<file path="src/pges_regs.svh">
// Register offsets, field positions and reset values of the event pin status and control bank.
// Included by the bank and the testbench; it holds definitions only.
`ifndef PGES_REGS_SVH
`define PGES_REGS_SVH

// ----------------------------------------
// Offsets
// ----------------------------------------
`define PGES_UNIT_INDEX_OFS   12'h0520
`define PGES_IRQ_STATUS_OFS   12'h0528
`define PGES_CTRL_STATUS_OFS  12'h052C
`define PGES_IRQ_ENABLE_OFS   12'h0540
`define PGES_IRQ_CLEAR_OFS    12'h0544
`define PGES_OU_ENABLE_OFS    12'h0548

// ----------------------------------------
// Field positions
// ----------------------------------------
`define PGES_OU_PTR_LSB       0
`define PGES_CU_PTR_BIT       8
`define PGES_PIN_PTR_BIT      16
`define PGES_OU_STAT_LSB      16
`define PGES_CU_STAT_LSB      0
`define PGES_CS_OUT_SEL_BIT   8
`define PGES_CS_PIN_IN_BIT    7
`define PGES_CS_DIR_BIT       6
`define PGES_CS_CU_IRQ_BIT    5
`define PGES_CS_OU_ACT_BIT    4
`define PGES_EN_OU_NOTIFY_LSB 0
`define PGES_EN_OU_RUN_LSB    4

// ----------------------------------------
// Reset values and the reserved unit pointer
// ----------------------------------------
`define PGES_OU_STAT_RST      3'h0
`define PGES_CU_STAT_RST      2'h0
`define PGES_OU_PTR_RESERVED  2'h3

`endif

</file>
<file path="src/pges_pkg.sv">
// Types shared by the event pin status and control bank.
// Assumes the header of offsets is on the include path.
package pges_pkg;
	typedef logic [11:0] pges_addr_type;
	typedef logic [31:0] pges_word_type;
	typedef enum logic [2:0] {
		PGES_OU_IDLE = 3'b001,
		PGES_OU_RUN  = 3'b010,
		PGES_OU_DONE = 3'b100
	} pges_ou_state_type;
endpackage

</file>
<file path="src/pges_sync.sv">
// Two flip-flop synchroniser for pin levels.
// Assumes the inputs are asynchronous to sys_clk.
`timescale 1ns/10ps
`default_nettype none
module pges_sync #(
	parameter int W = 2
) (
	// Clock and reset
	input  wire logic         sys_clk,
	input  wire logic         nrst,
	// Levels
	input  wire logic [W-1:0] async_in,
	output logic      [W-1:0] sync_out
);
	logic [W-1:0] meta_q;

	always_ff @(posedge sys_clk or negedge nrst) begin
		if (!nrst) begin
			meta_q   <= '0;
			sync_out <= '0;
		end else begin
			meta_q   <= async_in;
			sync_out <= meta_q;
		end
	end
endmodule
`default_nettype wire

</file>
<file path="src/pges_out_unit.sv">
// One event output unit: runs while enabled, reports fire and late alike as one event pulse.
// Assumes the timing engine outside reports fire and late as one-cycle pulses.
`timescale 1ns/10ps
`default_nettype none
module pges_out_unit (
	// Clock and reset
	input  wire logic sys_clk,
	input  wire logic nrst,
	// Control
	input  wire logic enable,
	input  wire logic fire,
	input  wire logic late,
	// Status
	output logic      active,
	output logic      event_pulse
);
	import pges_pkg::*;

	pges_ou_state_type state_q;

	always_ff @(posedge sys_clk or negedge nrst) begin
		if (!nrst) begin
			state_q     <= PGES_OU_IDLE;
			event_pulse <= 1'b0;
		end else begin
			event_pulse <= 1'b0;
			case (state_q)
				PGES_OU_IDLE: begin
					if (enable) begin
						state_q <= PGES_OU_RUN;
					end
				end
				PGES_OU_RUN: begin
					if (!enable) begin
						state_q <= PGES_OU_IDLE;
					end else if (fire || late) begin
						state_q     <= PGES_OU_DONE;
						event_pulse <= 1'b1;
					end
				end
				PGES_OU_DONE: begin
					if (!enable) begin
						state_q <= PGES_OU_IDLE;
					end
				end
				default: state_q <= PGES_OU_IDLE;
			endcase
		end
	end

	assign active = (state_q == PGES_OU_RUN);
endmodule
`default_nettype wire

</file>
<file path="src/pges_bank.sv">
// Status and control bank for the precision-time event pins.
// Assumes a single-cycle register port master and outside unit timing engines.
//
// Our own choice: the strobed register port.
`timescale 1ns/10ps
`default_nettype none
`include "pges_regs.svh"

module pges_bank (
	// Clock and reset
	input  wire logic                   sys_clk,
	input  wire logic                   nrst,
	// Register port
	input  wire pges_pkg::pges_addr_type reg_addr,
	input  wire pges_pkg::pges_word_type reg_wdata,
	input  wire logic                   reg_wr,
	input  wire logic                   reg_rd,
	output var pges_pkg::pges_word_type  reg_rdata,
	// Unit events from timing engines
	input  wire logic [2:0]             ou_fire,
	input  wire logic [2:0]             ou_late,
	input  wire logic [1:0]             cu_pin_event,
	// Pins
	input  wire logic [1:0]             pin_in,
	input  wire logic [1:0]             ou_pin_level,
	output logic      [1:0]             pin_out,
	output logic      [1:0]             pin_oe,
	// Interrupt
	output logic                        irq
);
	import pges_pkg::*;

	// ----------------------------------------
	// Decode helpers
	// ----------------------------------------
	function automatic logic hit(input pges_addr_type a, input pges_addr_type ofs);
		return a == ofs;
	endfunction

	function automatic logic [2:0] ou_onehot(input logic [1:0] ptr);
		if (ptr == `PGES_OU_PTR_RESERVED) begin
			return 3'h0;
		end else begin
			return 3'(3'h1 << ptr);
		end
	endfunction

	// ----------------------------------------
	// State
	// ----------------------------------------
	logic [1:0] ou_ptr_q;
	logic       cu_ptr_q;
	logic       pin_ptr_q;
	logic [2:0] ou_stat_q;
	logic [1:0] cu_stat_q;
	logic [2:0] ou_notify_q;
	logic [2:0] ou_run_q;
	logic [1:0] cu_irq_en_q;
	logic [1:0] pin_dir_q;
	logic [1:0] out_sel_q;
	logic [1:0] pin_flop_q;
	logic [4:0] irq_en_q;
	logic [1:0] pin_sync;
	logic [2:0] ou_active;
	logic [2:0] ou_event;
	logic [2:0] ou_sel;
	logic       wr_idx;
	logic       wr_cs;
	logic       wr_clr;
	logic [2:0] ou_clr;
	logic [1:0] cu_clr;
	logic [2:0] ou_set;
	logic [1:0] cu_set;
	logic [4:0] stat_all;
	pges_word_type rd_d;

	assign ou_sel = ou_onehot(ou_ptr_q);
	assign wr_idx = reg_wr && hit(reg_addr, `PGES_UNIT_INDEX_OFS);
	assign wr_cs  = reg_wr && hit(reg_addr, `PGES_CTRL_STATUS_OFS);
	assign wr_clr = reg_wr && (hit(reg_addr, `PGES_IRQ_STATUS_OFS)
		|| hit(reg_addr, `PGES_IRQ_CLEAR_OFS));

	// ----------------------------------------
	// Submodules
	// ----------------------------------------
	pges_sync #(.W(2)) u_sync (
		.sys_clk  (sys_clk),
		.nrst     (nrst),
		.async_in (pin_in),
		.sync_out (pin_sync)
	);

	for (genvar i = 0; i < 3; i++) begin : g_ou
		pges_out_unit u_ou (
			.sys_clk     (sys_clk),
			.nrst        (nrst),
			.enable      (ou_run_q[i]),
			.fire        (ou_fire[i]),
			.late        (ou_late[i]),
			.active      (ou_active[i]),
			.event_pulse (ou_event[i])
		);
	end

	// ----------------------------------------
	// Index and control writes
	// ----------------------------------------
	always_ff @(posedge sys_clk or negedge nrst) begin
		if (!nrst) begin
			ou_ptr_q  <= 2'h0;
			cu_ptr_q  <= 1'b0;
			pin_ptr_q <= 1'b0;
		end else if (wr_idx) begin
			ou_ptr_q  <= reg_wdata[`PGES_OU_PTR_LSB +: 2];
			cu_ptr_q  <= reg_wdata[`PGES_CU_PTR_BIT];
			pin_ptr_q <= reg_wdata[`PGES_PIN_PTR_BIT];
		end
	end

	always_ff @(posedge sys_clk or negedge nrst) begin
		if (!nrst) begin
			cu_irq_en_q <= 2'h0;
			pin_dir_q   <= 2'h0;
			out_sel_q   <= 2'h0;
		end else if (wr_cs) begin
			cu_irq_en_q[cu_ptr_q] <= reg_wdata[`PGES_CS_CU_IRQ_BIT];
			pin_dir_q[pin_ptr_q]  <= reg_wdata[`PGES_CS_DIR_BIT];
			out_sel_q[pin_ptr_q]  <= reg_wdata[`PGES_CS_OUT_SEL_BIT];
		end
	end

	// Run enables self-clear once the unit leaves its running state
	always_ff @(posedge sys_clk or negedge nrst) begin
		if (!nrst) begin
			ou_notify_q <= 3'h0;
			ou_run_q    <= 3'h0;
			irq_en_q    <= 5'h1F;
		end else begin
			ou_run_q <= ou_run_q & ~ou_event;
			if (reg_wr && hit(reg_addr, `PGES_OU_ENABLE_OFS)) begin
				ou_notify_q <= reg_wdata[`PGES_EN_OU_NOTIFY_LSB +: 3];
				ou_run_q    <= reg_wdata[`PGES_EN_OU_RUN_LSB +: 3];
			end
			if (reg_wr && hit(reg_addr, `PGES_IRQ_ENABLE_OFS)) begin
				irq_en_q <= {reg_wdata[`PGES_OU_STAT_LSB +: 3], reg_wdata[`PGES_CU_STAT_LSB +: 2]};
			end
		end
	end

	// ----------------------------------------
	// Sticky status, set wins over clear
	// ----------------------------------------
	assign ou_set = ou_event & ou_notify_q;
	assign cu_set = cu_pin_event & cu_irq_en_q;
	assign ou_clr = wr_clr ? reg_wdata[`PGES_OU_STAT_LSB +: 3] : 3'h0;
	assign cu_clr = wr_clr ? reg_wdata[`PGES_CU_STAT_LSB +: 2] : 2'h0;

	always_ff @(posedge sys_clk or negedge nrst) begin
		if (!nrst) begin
			ou_stat_q <= `PGES_OU_STAT_RST;
			cu_stat_q <= `PGES_CU_STAT_RST;
		end else begin
			ou_stat_q <= (ou_stat_q & ~ou_clr) | ou_set;
			cu_stat_q <= (cu_stat_q & ~cu_clr) | cu_set;
		end
	end

	assign stat_all = {ou_stat_q, cu_stat_q};

	// Summary interrupt, enable-gated for the outside controller
	always_ff @(posedge sys_clk or negedge nrst) begin
		if (!nrst) begin
			irq <= 1'b0;
		end else begin
			irq <= |(((stat_all & ~{ou_clr, cu_clr}) | {ou_set, cu_set}) & irq_en_q);
		end
	end

	// ----------------------------------------
	// Pins
	// ----------------------------------------
	always_ff @(posedge sys_clk or negedge nrst) begin
		if (!nrst) begin
			pin_flop_q <= 2'h0;
			pin_out    <= 2'h0;
			pin_oe     <= 2'h0;
		end else begin
			pin_flop_q <= ou_pin_level;
			for (int i = 0; i < 2; i++) begin
				// Combinational path saves one cycle of latency
				pin_out[i] <= out_sel_q[i] ? ou_pin_level[i] : pin_flop_q[i];
				pin_oe[i]  <= !pin_dir_q[i];
			end
		end
	end

	// ----------------------------------------
	// Read port
	// ----------------------------------------
	always_comb begin
		rd_d = 32'h0000_0000;
		if (hit(reg_addr, `PGES_UNIT_INDEX_OFS)) begin
			rd_d[`PGES_OU_PTR_LSB +: 2] = ou_ptr_q;
			rd_d[`PGES_CU_PTR_BIT]      = cu_ptr_q;
			rd_d[`PGES_PIN_PTR_BIT]     = pin_ptr_q;
		end else if (hit(reg_addr, `PGES_IRQ_STATUS_OFS)) begin
			rd_d[`PGES_OU_STAT_LSB +: 3] = ou_stat_q;
			rd_d[`PGES_CU_STAT_LSB +: 2] = cu_stat_q;
		end else if (hit(reg_addr, `PGES_CTRL_STATUS_OFS)) begin
			rd_d[`PGES_CS_OUT_SEL_BIT] = out_sel_q[pin_ptr_q];
			rd_d[`PGES_CS_PIN_IN_BIT]  = pin_sync[pin_ptr_q];
			rd_d[`PGES_CS_DIR_BIT]     = pin_dir_q[pin_ptr_q];
			rd_d[`PGES_CS_CU_IRQ_BIT]  = cu_irq_en_q[cu_ptr_q];
			rd_d[`PGES_CS_OU_ACT_BIT]  = |(ou_active & ou_sel);
		end else if (hit(reg_addr, `PGES_IRQ_ENABLE_OFS)) begin
			rd_d[`PGES_OU_STAT_LSB +: 3] = irq_en_q[4:2];
			rd_d[`PGES_CU_STAT_LSB +: 2] = irq_en_q[1:0];
		end else if (hit(reg_addr, `PGES_OU_ENABLE_OFS)) begin
			rd_d[`PGES_EN_OU_NOTIFY_LSB +: 3] = ou_notify_q;
			rd_d[`PGES_EN_OU_RUN_LSB +: 3]    = ou_run_q;
		end
	end

	always_ff @(posedge sys_clk or negedge nrst) begin
		if (!nrst) begin
			reg_rdata <= 32'h0000_0000;
		end else begin
			reg_rdata <= reg_rd ? rd_d : 32'h0000_0000;
		end
	end
endmodule
`default_nettype wire

</file>
<file path="config.mk">
export PLATFORM = sky130hd
export DESIGN_NAME = pges_bank
export DESIGN_NICKNAME = d
export VERILOG_FILES = /design/src/pges_pkg.sv /design/src/pges_sync.sv /design/src/pges_out_unit.sv /design/src/pges_bank.sv
export VERILOG_INCLUDE_DIRS = /design/src
export SDC_FILE = /design/constraint.sdc
export NUM_CORES = 1
export LEC_CHECK = 0
export BUFFER_PORTS_ARGS = -buffer_cell sky130_fd_sc_hd__buf_2
export CORE_MARGIN = 2
export CORE_UTILIZATION = 40
export CTS_CLUSTER_DIAMETER = 30
export DETAILED_ROUTE_END_ITERATION = 8
export PLACE_DENSITY_LB_ADDON = 0.3
export SYNTH_ARGS = -nofsm -noshare
export SYNTH_HDL_FRONTEND = slang
export SYNTH_HIERARCHICAL = 1
export SYNTH_SLANG_ARGS = --single-unit
</file>
<file path="constraint.sdc">
create_clock -name sys_clk -period 1.4 [get_ports sys_clk]
set_input_delay 0 -clock sys_clk [delete_from_list [all_inputs] [get_ports sys_clk]]
set_output_delay 0 -clock sys_clk [all_outputs]
set_load 0.02 [all_outputs]
</file>
After elaboration in Yosys (flattened, before gate mapping). Index checks and enable logic that the tools add are counted.

$lt $le $gt $ge: 4. Eq/ne operators: 25. Shift-type cells: 1. Muxes and demuxes: 66. Bitwise logic cells: 15. Reduce and logical (&&, ||, !) cells: 18.

Operator list (count): $eq A12 B11 Y1 const B (6); $mux W3 (23); $pmux W3 S3 (3); $mux W1 (26); $mux W19 (1); $and A3 B3 Y3 (4); $mux W2 (6); $ne A2 B2 Y1 const B (6); $and A5 B5 Y5 (2); $eq A3 B1 Y1 const B (3); $eq A3 B2 Y1 const B (3); $eq A3 B3 Y1 const B (3); $ne A3 B3 Y1 const B (3); $reduce_and A3 Y1 (3); $logic_and A1 B1 Y1 (7); $bwmux W2 (3); $not A3 Y3 (2); $mux W5 (1); $not A5 Y5 (1); $or A5 B5 Y5 (1); $reduce_or A5 Y1 (1); $and A2 B2 Y2 (2); $logic_or A1 B1 Y1 (4); $lt A1 B2 Y1 const B (2); other kinds (10) (13).

Bits in registers: 68. Bits of input ports: 60. Logic and storage cells: 153.

Logic depth before layout (Yosys ltp). Gate-level depths: netlist (run 1).

Depth after elaboration: 9. Depth in mapped cells: 8. Mapped depth without buffers: 6.

By module. The synthesis (run 1) kept the hierarchy.

By module, submodules not included: pges_bank (instances 1, cells each 202, area each 2225.9 um2, seq. area each 1107.3 um2); pges_out_unit (instances 3, cells each 18, area each 192.7 um2, seq. area each 101.3 um2); pges_sync (instances 1, cells each 4, area each 100.1 um2, seq. area each 100.1 um2).

Worst setup path before layout (run 1). Ideal clock, no wire load.

Kind: input port to flip-flop. Start point: input reg_addr[1]. End point: register ou_notify_q[0]. Setup time: 0.125 ns. Arrival: 1.904 ns. Data required time: 1.275 ns. Path slack: -0.629 ns. Stages on the path: 7. Cell sequence: or4_1 buf_2 or2_1 buf_6 or4_4 buf_6 mux2_4.

Word-level cells in the longest chain between the ends: 2.

Ends and longest elaborated chain: start, declared (line pges_bank.sv:14) `input wire pges_pkg::pges_addr_type reg_addr,`; $eq A12 B11 Y1 (line pges_bank.sv:37) `return a == ofs;`; $logic_and A1 B1 Y1 (line pges_bank.sv:140) `` if (reg_wr && hit(reg_addr, `PGES_OU_ENABLE_OFS)) begin ``; end signal, assigned (line pges_bank.sv:141) `` ou_notify_q <= reg_wdata[`PGES_EN_OU_NOTIFY_LSB +: 3]; ``; end, declared (line pges_bank.sv:56) `logic [2:0] ou_notify_q;`.

No other way between the ends. A chain may end at the register's enable or synchronous reset.

Worst setup path in the final report (run 1).
Start point: input reg_addr[6]. End point: register irq.

Word-level cells in the longest chain between the ends: 9. Elaborated cells on any way between the ends: 11.

Ends and longest elaborated chain: $eq A12 B11 Y1 (line pges_bank.sv:37); $logic_or A1 B1 Y1 * (line pges_bank.sv:80) `` assign wr_clr = reg_wr && (hit(reg_addr, `PGES_IRQ_STATUS_OFS) ``; $logic_and A1 B1 Y1 * (line pges_bank.sv:80); $mux W2 or $mux W3 (tied branches) (line pges_bank.sv:156, pges_bank.sv:155); $not A5 Y5 * (line pges_bank.sv:175) `irq <= |(((stat_all & ~{ou_clr, cu_clr}) | {ou_set, cu_set}) & irq_en_q);`; $and A5 B5 Y5 * (line pges_bank.sv:175); $or A5 B5 Y5 * (line pges_bank.sv:175); $and A5 B5 Y5 * (line pges_bank.sv:175); $reduce_or A5 Y1 * (line pges_bank.sv:175); end signal, assigned (line pges_bank.sv:175); end, declared (line pges_bank.sv:29) `output logic irq`.

Every way passes the cells marked *; elsewhere a longest branch is shown, timed or not.

==> out/results.ini, run 1 <==
[timing]
maxSlewHeadroom_pct = 66.2
worst_pin_slew_ns = 0.503
finalHoldViolations = 0
rsz0062_at_grt = true
final_max_slew_viol_count = 0
timing.final.ws_setup_ns = -0.162
min_period_over_period_pct = 112
fin_skew_ns = 0.0112
fin_crit_ns = 1.56
clock.fmax_ghz = 0.640
setup_violations = 10

[global_route]
antenna_found_initial = 0
grt_pass1_vias = 2116
grt_pass1_wl_um = 10400
grt_remaining_overflow = 0
grt_use_total_pct = 17.8
grt_max_degree = 61

[logic_synthesis]
avgSynthCellArea_um2 = 11.2
netlist.area_leader.share_pct = 44.8
synth_most_common_cell = dfrtp_1
ys_seq_elements = 60
syn_inst = 260
yosys.area.top_type = dfrtp_1
synthDistinctLibCells = 47
async_reset_ff_share_pct = 100
synth_common_cells = 52 x dfrtp_1, 22 x buf_4, 19 x inv_1
yosysSeqAreaShare_pct = 52.0
ys.flop_type = dfrtp_1
synth_area_mm2 = 0.00290
synth_edf_count = 0
ys_top_cells_by_area = dfrtp_1 45%, dfstp_2 7.2%, mux2_2 6.2%, buf_4 5.7%, o21ai_0 2.6%
synth_warnings = 6

[placement]
gp_congestion = 0.860
placed_area_mm2 = 0.00335
place.port_buffers = 53
dp.final_hpwl_um = 4610
dp.cells = 427

[power]
seqPwrFrac_pct = 50.7
ir_drop_mv = 0.413
combPwrFrac_pct = 9.6
internal-power_mw = 2.55
power_mw = 3.47
switchingPower_uw = 925
swShare_pct = 26.6
power_density_mw_per_mm2 = 881
clkPwrFrac_pct = 39.7
p_leak_nw = 1.83

[route]
via_per_inst = 4.90
via_count = 2318
postRouteAntennaNets = 0
route.detailed.drc = 0
routedWlPerCell_um = 14.4
drt_iter0_drc = 99
drtPass1Iterations = 4
drt_wl_total_um = 6790

[clocking]
cts_max_path_buffers = 2
insertion_delay_ns = 0.34
clkSinkCount = 60
cts_inserted_buffers = 9
cts-root-buf = clkbuf_8
tritoncts = built
clk_pin_slew_ns = 0.08
h-tree-depth = 3

[cells_and_area]
final_nets = 429
final_layout_size_suffix_gt1_share_pct = 40.1
postLayoutCoreUtil_pct = 55.2
stdcell_count = 473
n_antenna_cell = 0
nFillCells = 661
finalInstanceArea_mm2 = 0.00394
syn2layout_area_growth_pct = 35.7

[setup_path]
slowest_delay_ns = 0.54
required_ns = 1.63
cp_num_cells = 7
cp.buffers_inverters = 2
crit_family = simple AND/OR/NAND/NOR gates
crit_arrival_ns = 1.79
critPathCaptureType = flip-flop
reg2regPathDepth = 4
crit_fanout = 5
crit_chain = buf_6, or4bb_4, a2111oi_4, buf_4, a311oi_1, nor4_1, a21bo_1
path_class = in -> reg
critPathLaunchType = primary input
crit_slowest_cell = or4bb_4

[floorplan]
io_pins = 97
initial_core_util_pct = 40.7
die_h_um = 89.2
core-area_mm2 = 0.00714
rows = 31
die-area_mm2 = 0.00796
dieWidth_um = 89.2

[hold_path]
hp-class = in -> async

[status]
violations = negative setup slack
outcome = finished, violations left

[run]
max-cap-violations = 0

cell families after synthesis:
logic type | synth area share (%)
buffers and inverters | 9.35
AND/OR/NAND/NOR | 17.4
multiplexers | 8.79
AO/OA/AOI/OAI | 12.3
other | 0.129
flip-flops | 52.0
layer usage:
metal	vias to the layer above	share of wire, %	GRT usage, %
met5	-	0	0
met4	0	2.5	6.92
met3	14	4.8	4.06
met2	71	48	29.1
met1	1130	45	22.9
li1	1103	-	-
cells in the final DEF, fill, tap and decap left out, types with 5 or more instances in the layout:
cell           instances
a21oi_1               11
buf_2                 49
buf_4                 22
buf_6                  7
clkbuf_8               9
conb_1                21
dfrtp_1               52
dfstp_2                8
dlygate4sd3_1         24
inv_1                 19
mux2_2                15
nand2_1               15
nor2_1                12
nor2b_1                6
o21ai_0               13
o21ai_1                5
area by class of cell:
cell class / count / area (um2) / share of cell area [%]
Sequential cell: 60 / 1510 / 38.3
Timing Repair Buffer: 104 / 764 / 19.4
Clock inverter: 7 / 52.6 / 1.33
Multi-Input combinational cell: 175 / 1290 / 32.8
Tap cell: 99 / 124 / 3.14
Clock buffer: 9 / 124 / 3.14
Inverter: 19 / 71.3 / 1.81
path summary, 6_finish.rpt:
| path | slack [ns] | end | start |
|---|---|---|---|
| min | 0.19 | pin_out[0] | nrst |
| max | -0.16 | irq | reg_addr[6] |
| min in group sys_clk | 0.21 | cu_irq_en_q[1] | reg_wr |
| max in group asynchronous | 0.88 | irq_en_q[0] | nrst |
| min reg2reg | 0.36 | u_sync/sync_out[0] | u_sync/meta_q[0] |
| max reg2reg | 0.11 | irq | ou_notify_q[1] |
flip-flops by register name (all words and copies together), names as in the netlist:
signal                 count
pin_ptr_q                  1
reg_rdata                 11
u_sync/sync_out            2
g_ou.u_ou/state_q          9
g_ou.u_ou/event_pulse      3
pin_flop_q                 2
cu_ptr_q                   1
irq_en_q                   5
out_sel_q                  2
pin_dir_q                  2
pin_oe                     2
ou_ptr_q                   2
ou_notify_q                3
ou_stat_q                  3
cu_irq_en_q                2
irq                        1
ou_run_q                   3
pin_out                    2
cu_stat_q                  2
u_sync/meta_q              2
power groups by stage:
| stage | registers (mW) | logic, mW | clock network, mW |
|---|---|---|---|
| 6_report | 1.76 | 0.335 | 1.38 |
| 4_1_cts | 1.76 | 0.332 | 1.42 |
| 3_3_place_gp | 1.79 | 0.260 | 0 |
| 2_1_floorplan | 1.79 | 0.156 | 0 |
| 3_5_place_dp | 1.79 | 0.263 | 0 |
| 5_1_grt | 1.76 | 0.365 | 1.51 |
metrics by stage:
stage | hold WS, ns | setup TNS [ns] | setup WS (ns)
floorplan | -0.296 | -10.14 | -0.621
global placement | 0.0334 | -11.81 | -0.483
detailed placement | 0.0321 | -11.85 | -0.515
CTS | 0.184 | -0.390 | -0.156
global route | 0.191 | -0.929 | -0.279
finish | 0.194 | -0.527 | -0.162
what timing repair did:
item,in CTS,in global routing
gates cloned,2,0
setup endpoints to repair,19,21
gates resized for setup,17,10
hold buffers,24,0
pin swaps,6,6
hold endpoints to repair,103,0
setup buffers,1,4
worst register-to-register path, cell delays in order, from the launching register on:
cell and delay [ns]:
dfrtp_1 0.42, a21oi_1 0.21, a311oi_1 0.08, nor4_1 0.25
a21bo_1 0.23
Power figures use the tool's default switching activity.
==> run 2: changes to the inputs <==
--- a/config.mk
+++ b/config.mk
@@ -6,6 +6,7 @@
 export SDC_FILE = /design/constraint.sdc
 export NUM_CORES = 1
 export LEC_CHECK = 0
+export ABC_AREA = 1
 export BUFFER_PORTS_ARGS = -buffer_cell sky130_fd_sc_hd__buf_2
 export CORE_MARGIN = 2
 export CORE_UTILIZATION = 40
==> out/results.ini, run 2 <==
[route]
drt_wl_total_um = 6290
route.detailed.drc = 0
via_per_inst = 4.58
postRouteAntennaNets = 0
routedWlPerCell_um = 12.2
drt_iter0_drc = 204
via_count = 2363
drtPass1Iterations = 4

[logic_synthesis]
synth_common_cells = 72 x nand2_1, 52 x dfrtp_1, 28 x inv_1
synth_most_common_cell = nand2_1
avgSynthCellArea_um2 = 8.85
yosys.area.top_type = dfrtp_1
ys_top_cells_by_area = dfrtp_1 46%, nand2_1 9.5%, dfstp_2 7.4%, buf_4 5.5%, nand3_1 4.7%
syn_inst = 322
netlist.area_leader.share_pct = 45.7
yosysSeqAreaShare_pct = 53.1
ys.flop_type = dfrtp_1
synthDistinctLibCells = 35
synth_warnings = 6
async_reset_ff_share_pct = 100
synth_area_mm2 = 0.00285
synth_edf_count = 0
ys_seq_elements = 60

[global_route]
grt_pass1_wl_um = 10500
grt_pass1_vias = 2300
grt_max_degree = 61
grt_use_total_pct = 17.8
grt_remaining_overflow = 0
antenna_found_initial = 0

[timing]
min_period_over_period_pct = 92.3
hold_ws_ns = 0.0627
rsz0062_at_grt = false
fin_skew_ns = 0.00846
clock.fmax_ghz = 0.774
setup_violations = 0
tns_ns = 0
finalHoldViolations = 0
final_max_slew_viol_count = 0
fin_crit_ns = 1.29

[cells_and_area]
final_layout_size_suffix_gt1_share_pct = 27.1
layout_commonest_cell = nand2_1
nFillCells = 678
final_nets = 475
top_register = reg_rdata
register_area_mm2 = 0.00151
largest_register_ffs = 11
final_cell_mix = 72 x nand2_1, 53 x buf_2, 52 x dfrtp_1, 28 x inv_1, 27 x nand3_1
largest_registers = reg_rdata (11), g_ou.u_ou/state_q (9), irq_en_q (5)
n_antenna_cell = 0
multiInputGateArea_mm2 = 0.00108
syn2layout_area_growth_pct = 27.5

[placement]
dp.final_hpwl_um = 4490
gp_congestion = 0.843
place.port_buffers = 53

[setup_path]
regToRegSetupSlack_ns = 0.18
path_class = in -> reg
crit_fanout = 3
critPathLaunchType = primary input
critPathCaptureType = flip-flop
regToRegEndpoint = cu_stat_q[1]
reg2regPathDepth = 3
r2r-start = cu_irq_en_q[1]
startpoint = ou_fire[1]
crit_arrival_ns = 1.56
endpoint = g_ou[1].u_ou/state_q[1]
required_ns = 1.67

[run]
max-cap-violations = 0

[clocking]
clk_pin_slew_ns = 0.06
tritoncts = built
cts_inserted_buffers = 9
h-tree-depth = 3
cts-root-buf = clkbuf_8
insertion_delay_ns = 0.34
clkSinkCount = 60
cts_max_path_buffers = 2
cts_setup_buffers = 0

[floorplan]
io_pins = 97
die-area_mm2 = 0.00781
initial_core_util_pct = 41.7
rows = 30
die_h_um = 88.4
core-area_mm2 = 0.00683
dieWidth_um = 88.4

[power]
ir_drop_mv = 0.499
power_density_mw_per_mm2 = 964
p_leak_nw = 1.84

[status]
outcome = complete, no violations

[hold_path]
hp-class = in -> reg

[run 2: cells by family (layout without fill, tap and decap cells)]
logic type | after synthesis | count (layout) | synth area share, %
AND/OR/NAND/NOR | 150 | 150 | 25.4
buffers and inverters | 67 | 145 | 11.7
flip-flops | 60 | 60 | 53.1
AO/OA/AOI/OAI | 39 | 39 | 7.55
multiplexers | 5 | 5 | 2.20
other | 1 | 21 | 0.132
[run 2: where the power goes]
group / switching [mW] / total, mW / internal (mW) / leakage [nW]
Combinational: 0.203 / 0.341 / 0.138 / 1.01
Clock: 0.679 / 1.36 / 0.677 / 0.0889
Sequential: 0.0245 / 1.80 / 1.78 / 0.739
Total: 0.906 / 3.50 / 2.59 / 1.84
[run 2: metrics by stage]
step / power, mW / std cells / worst slack (ns) / area [um2] / util, %
floorplan: 2.04 / 342 / 0.348 / 2920 / -
global placement: 2.12 / 474 / 0.0622 / 3200 / 46.9
detailed placement: 2.13 / 474 / 0.0575 / 3200 / 46.9
CTS: 3.54 / 516 / 0.136 / 3630 / 53.2
global route: 3.66 / 516 / 0.0235 / 3630 / 53.2
finish: 3.50 / 516 / 0.108 / 3630 / 53.2
[run 2: layout make-up]
class                      instances  area share, %
sequential                        60           41.6
multi-input combinational        215           29.7
timing repair buffer              86           16.3
inverter                          43           4.44
clock buffer                      11           3.89
tap                               96           3.31
clock inverter                     5          0.758
[run 2: what timing repair did]
item,in CTS,in global routing
hold buffers,26,0
gates resized for setup,0,0
hold endpoints to repair,103,0
[run 2: layer usage]
metal  global-route usage (%)  share of wire, %  vias up  wire [um]
li1                         -                 -     1173          -
met1                     22.4                45     1100       2850
met2                     28.8                47       69       2960
met3                     4.29               4.3       21        269
met4                     8.82               3.2        0        204
met5                        0                 0        -          0
[run 2: worst max-delay path: stages]
cell and delay, ns:
dlygate4sd3_1 0.56, buf_2 0.13, nor2_1 0.09, dlygate4sd3_1 0.60
nand2_1 0.06, o21ai_1 0.12
[run 2: worst min path at each step]
stage / from / to / slack, ns / cells past startpoint
floorplan: nrst / cu_irq_en_q[0] / -0.30 / 0
global placement: nrst / reg_rdata[2] / 0.04 / 2
detailed placement: nrst / reg_rdata[18] / 0.03 / 2
CTS: reg_wr / ou_run_q[0] / 0.06 / 3
global route: reg_wr / ou_run_q[0] / 0.07 / 3
finish: reg_wr / ou_run_q[0] / 0.06 / 3
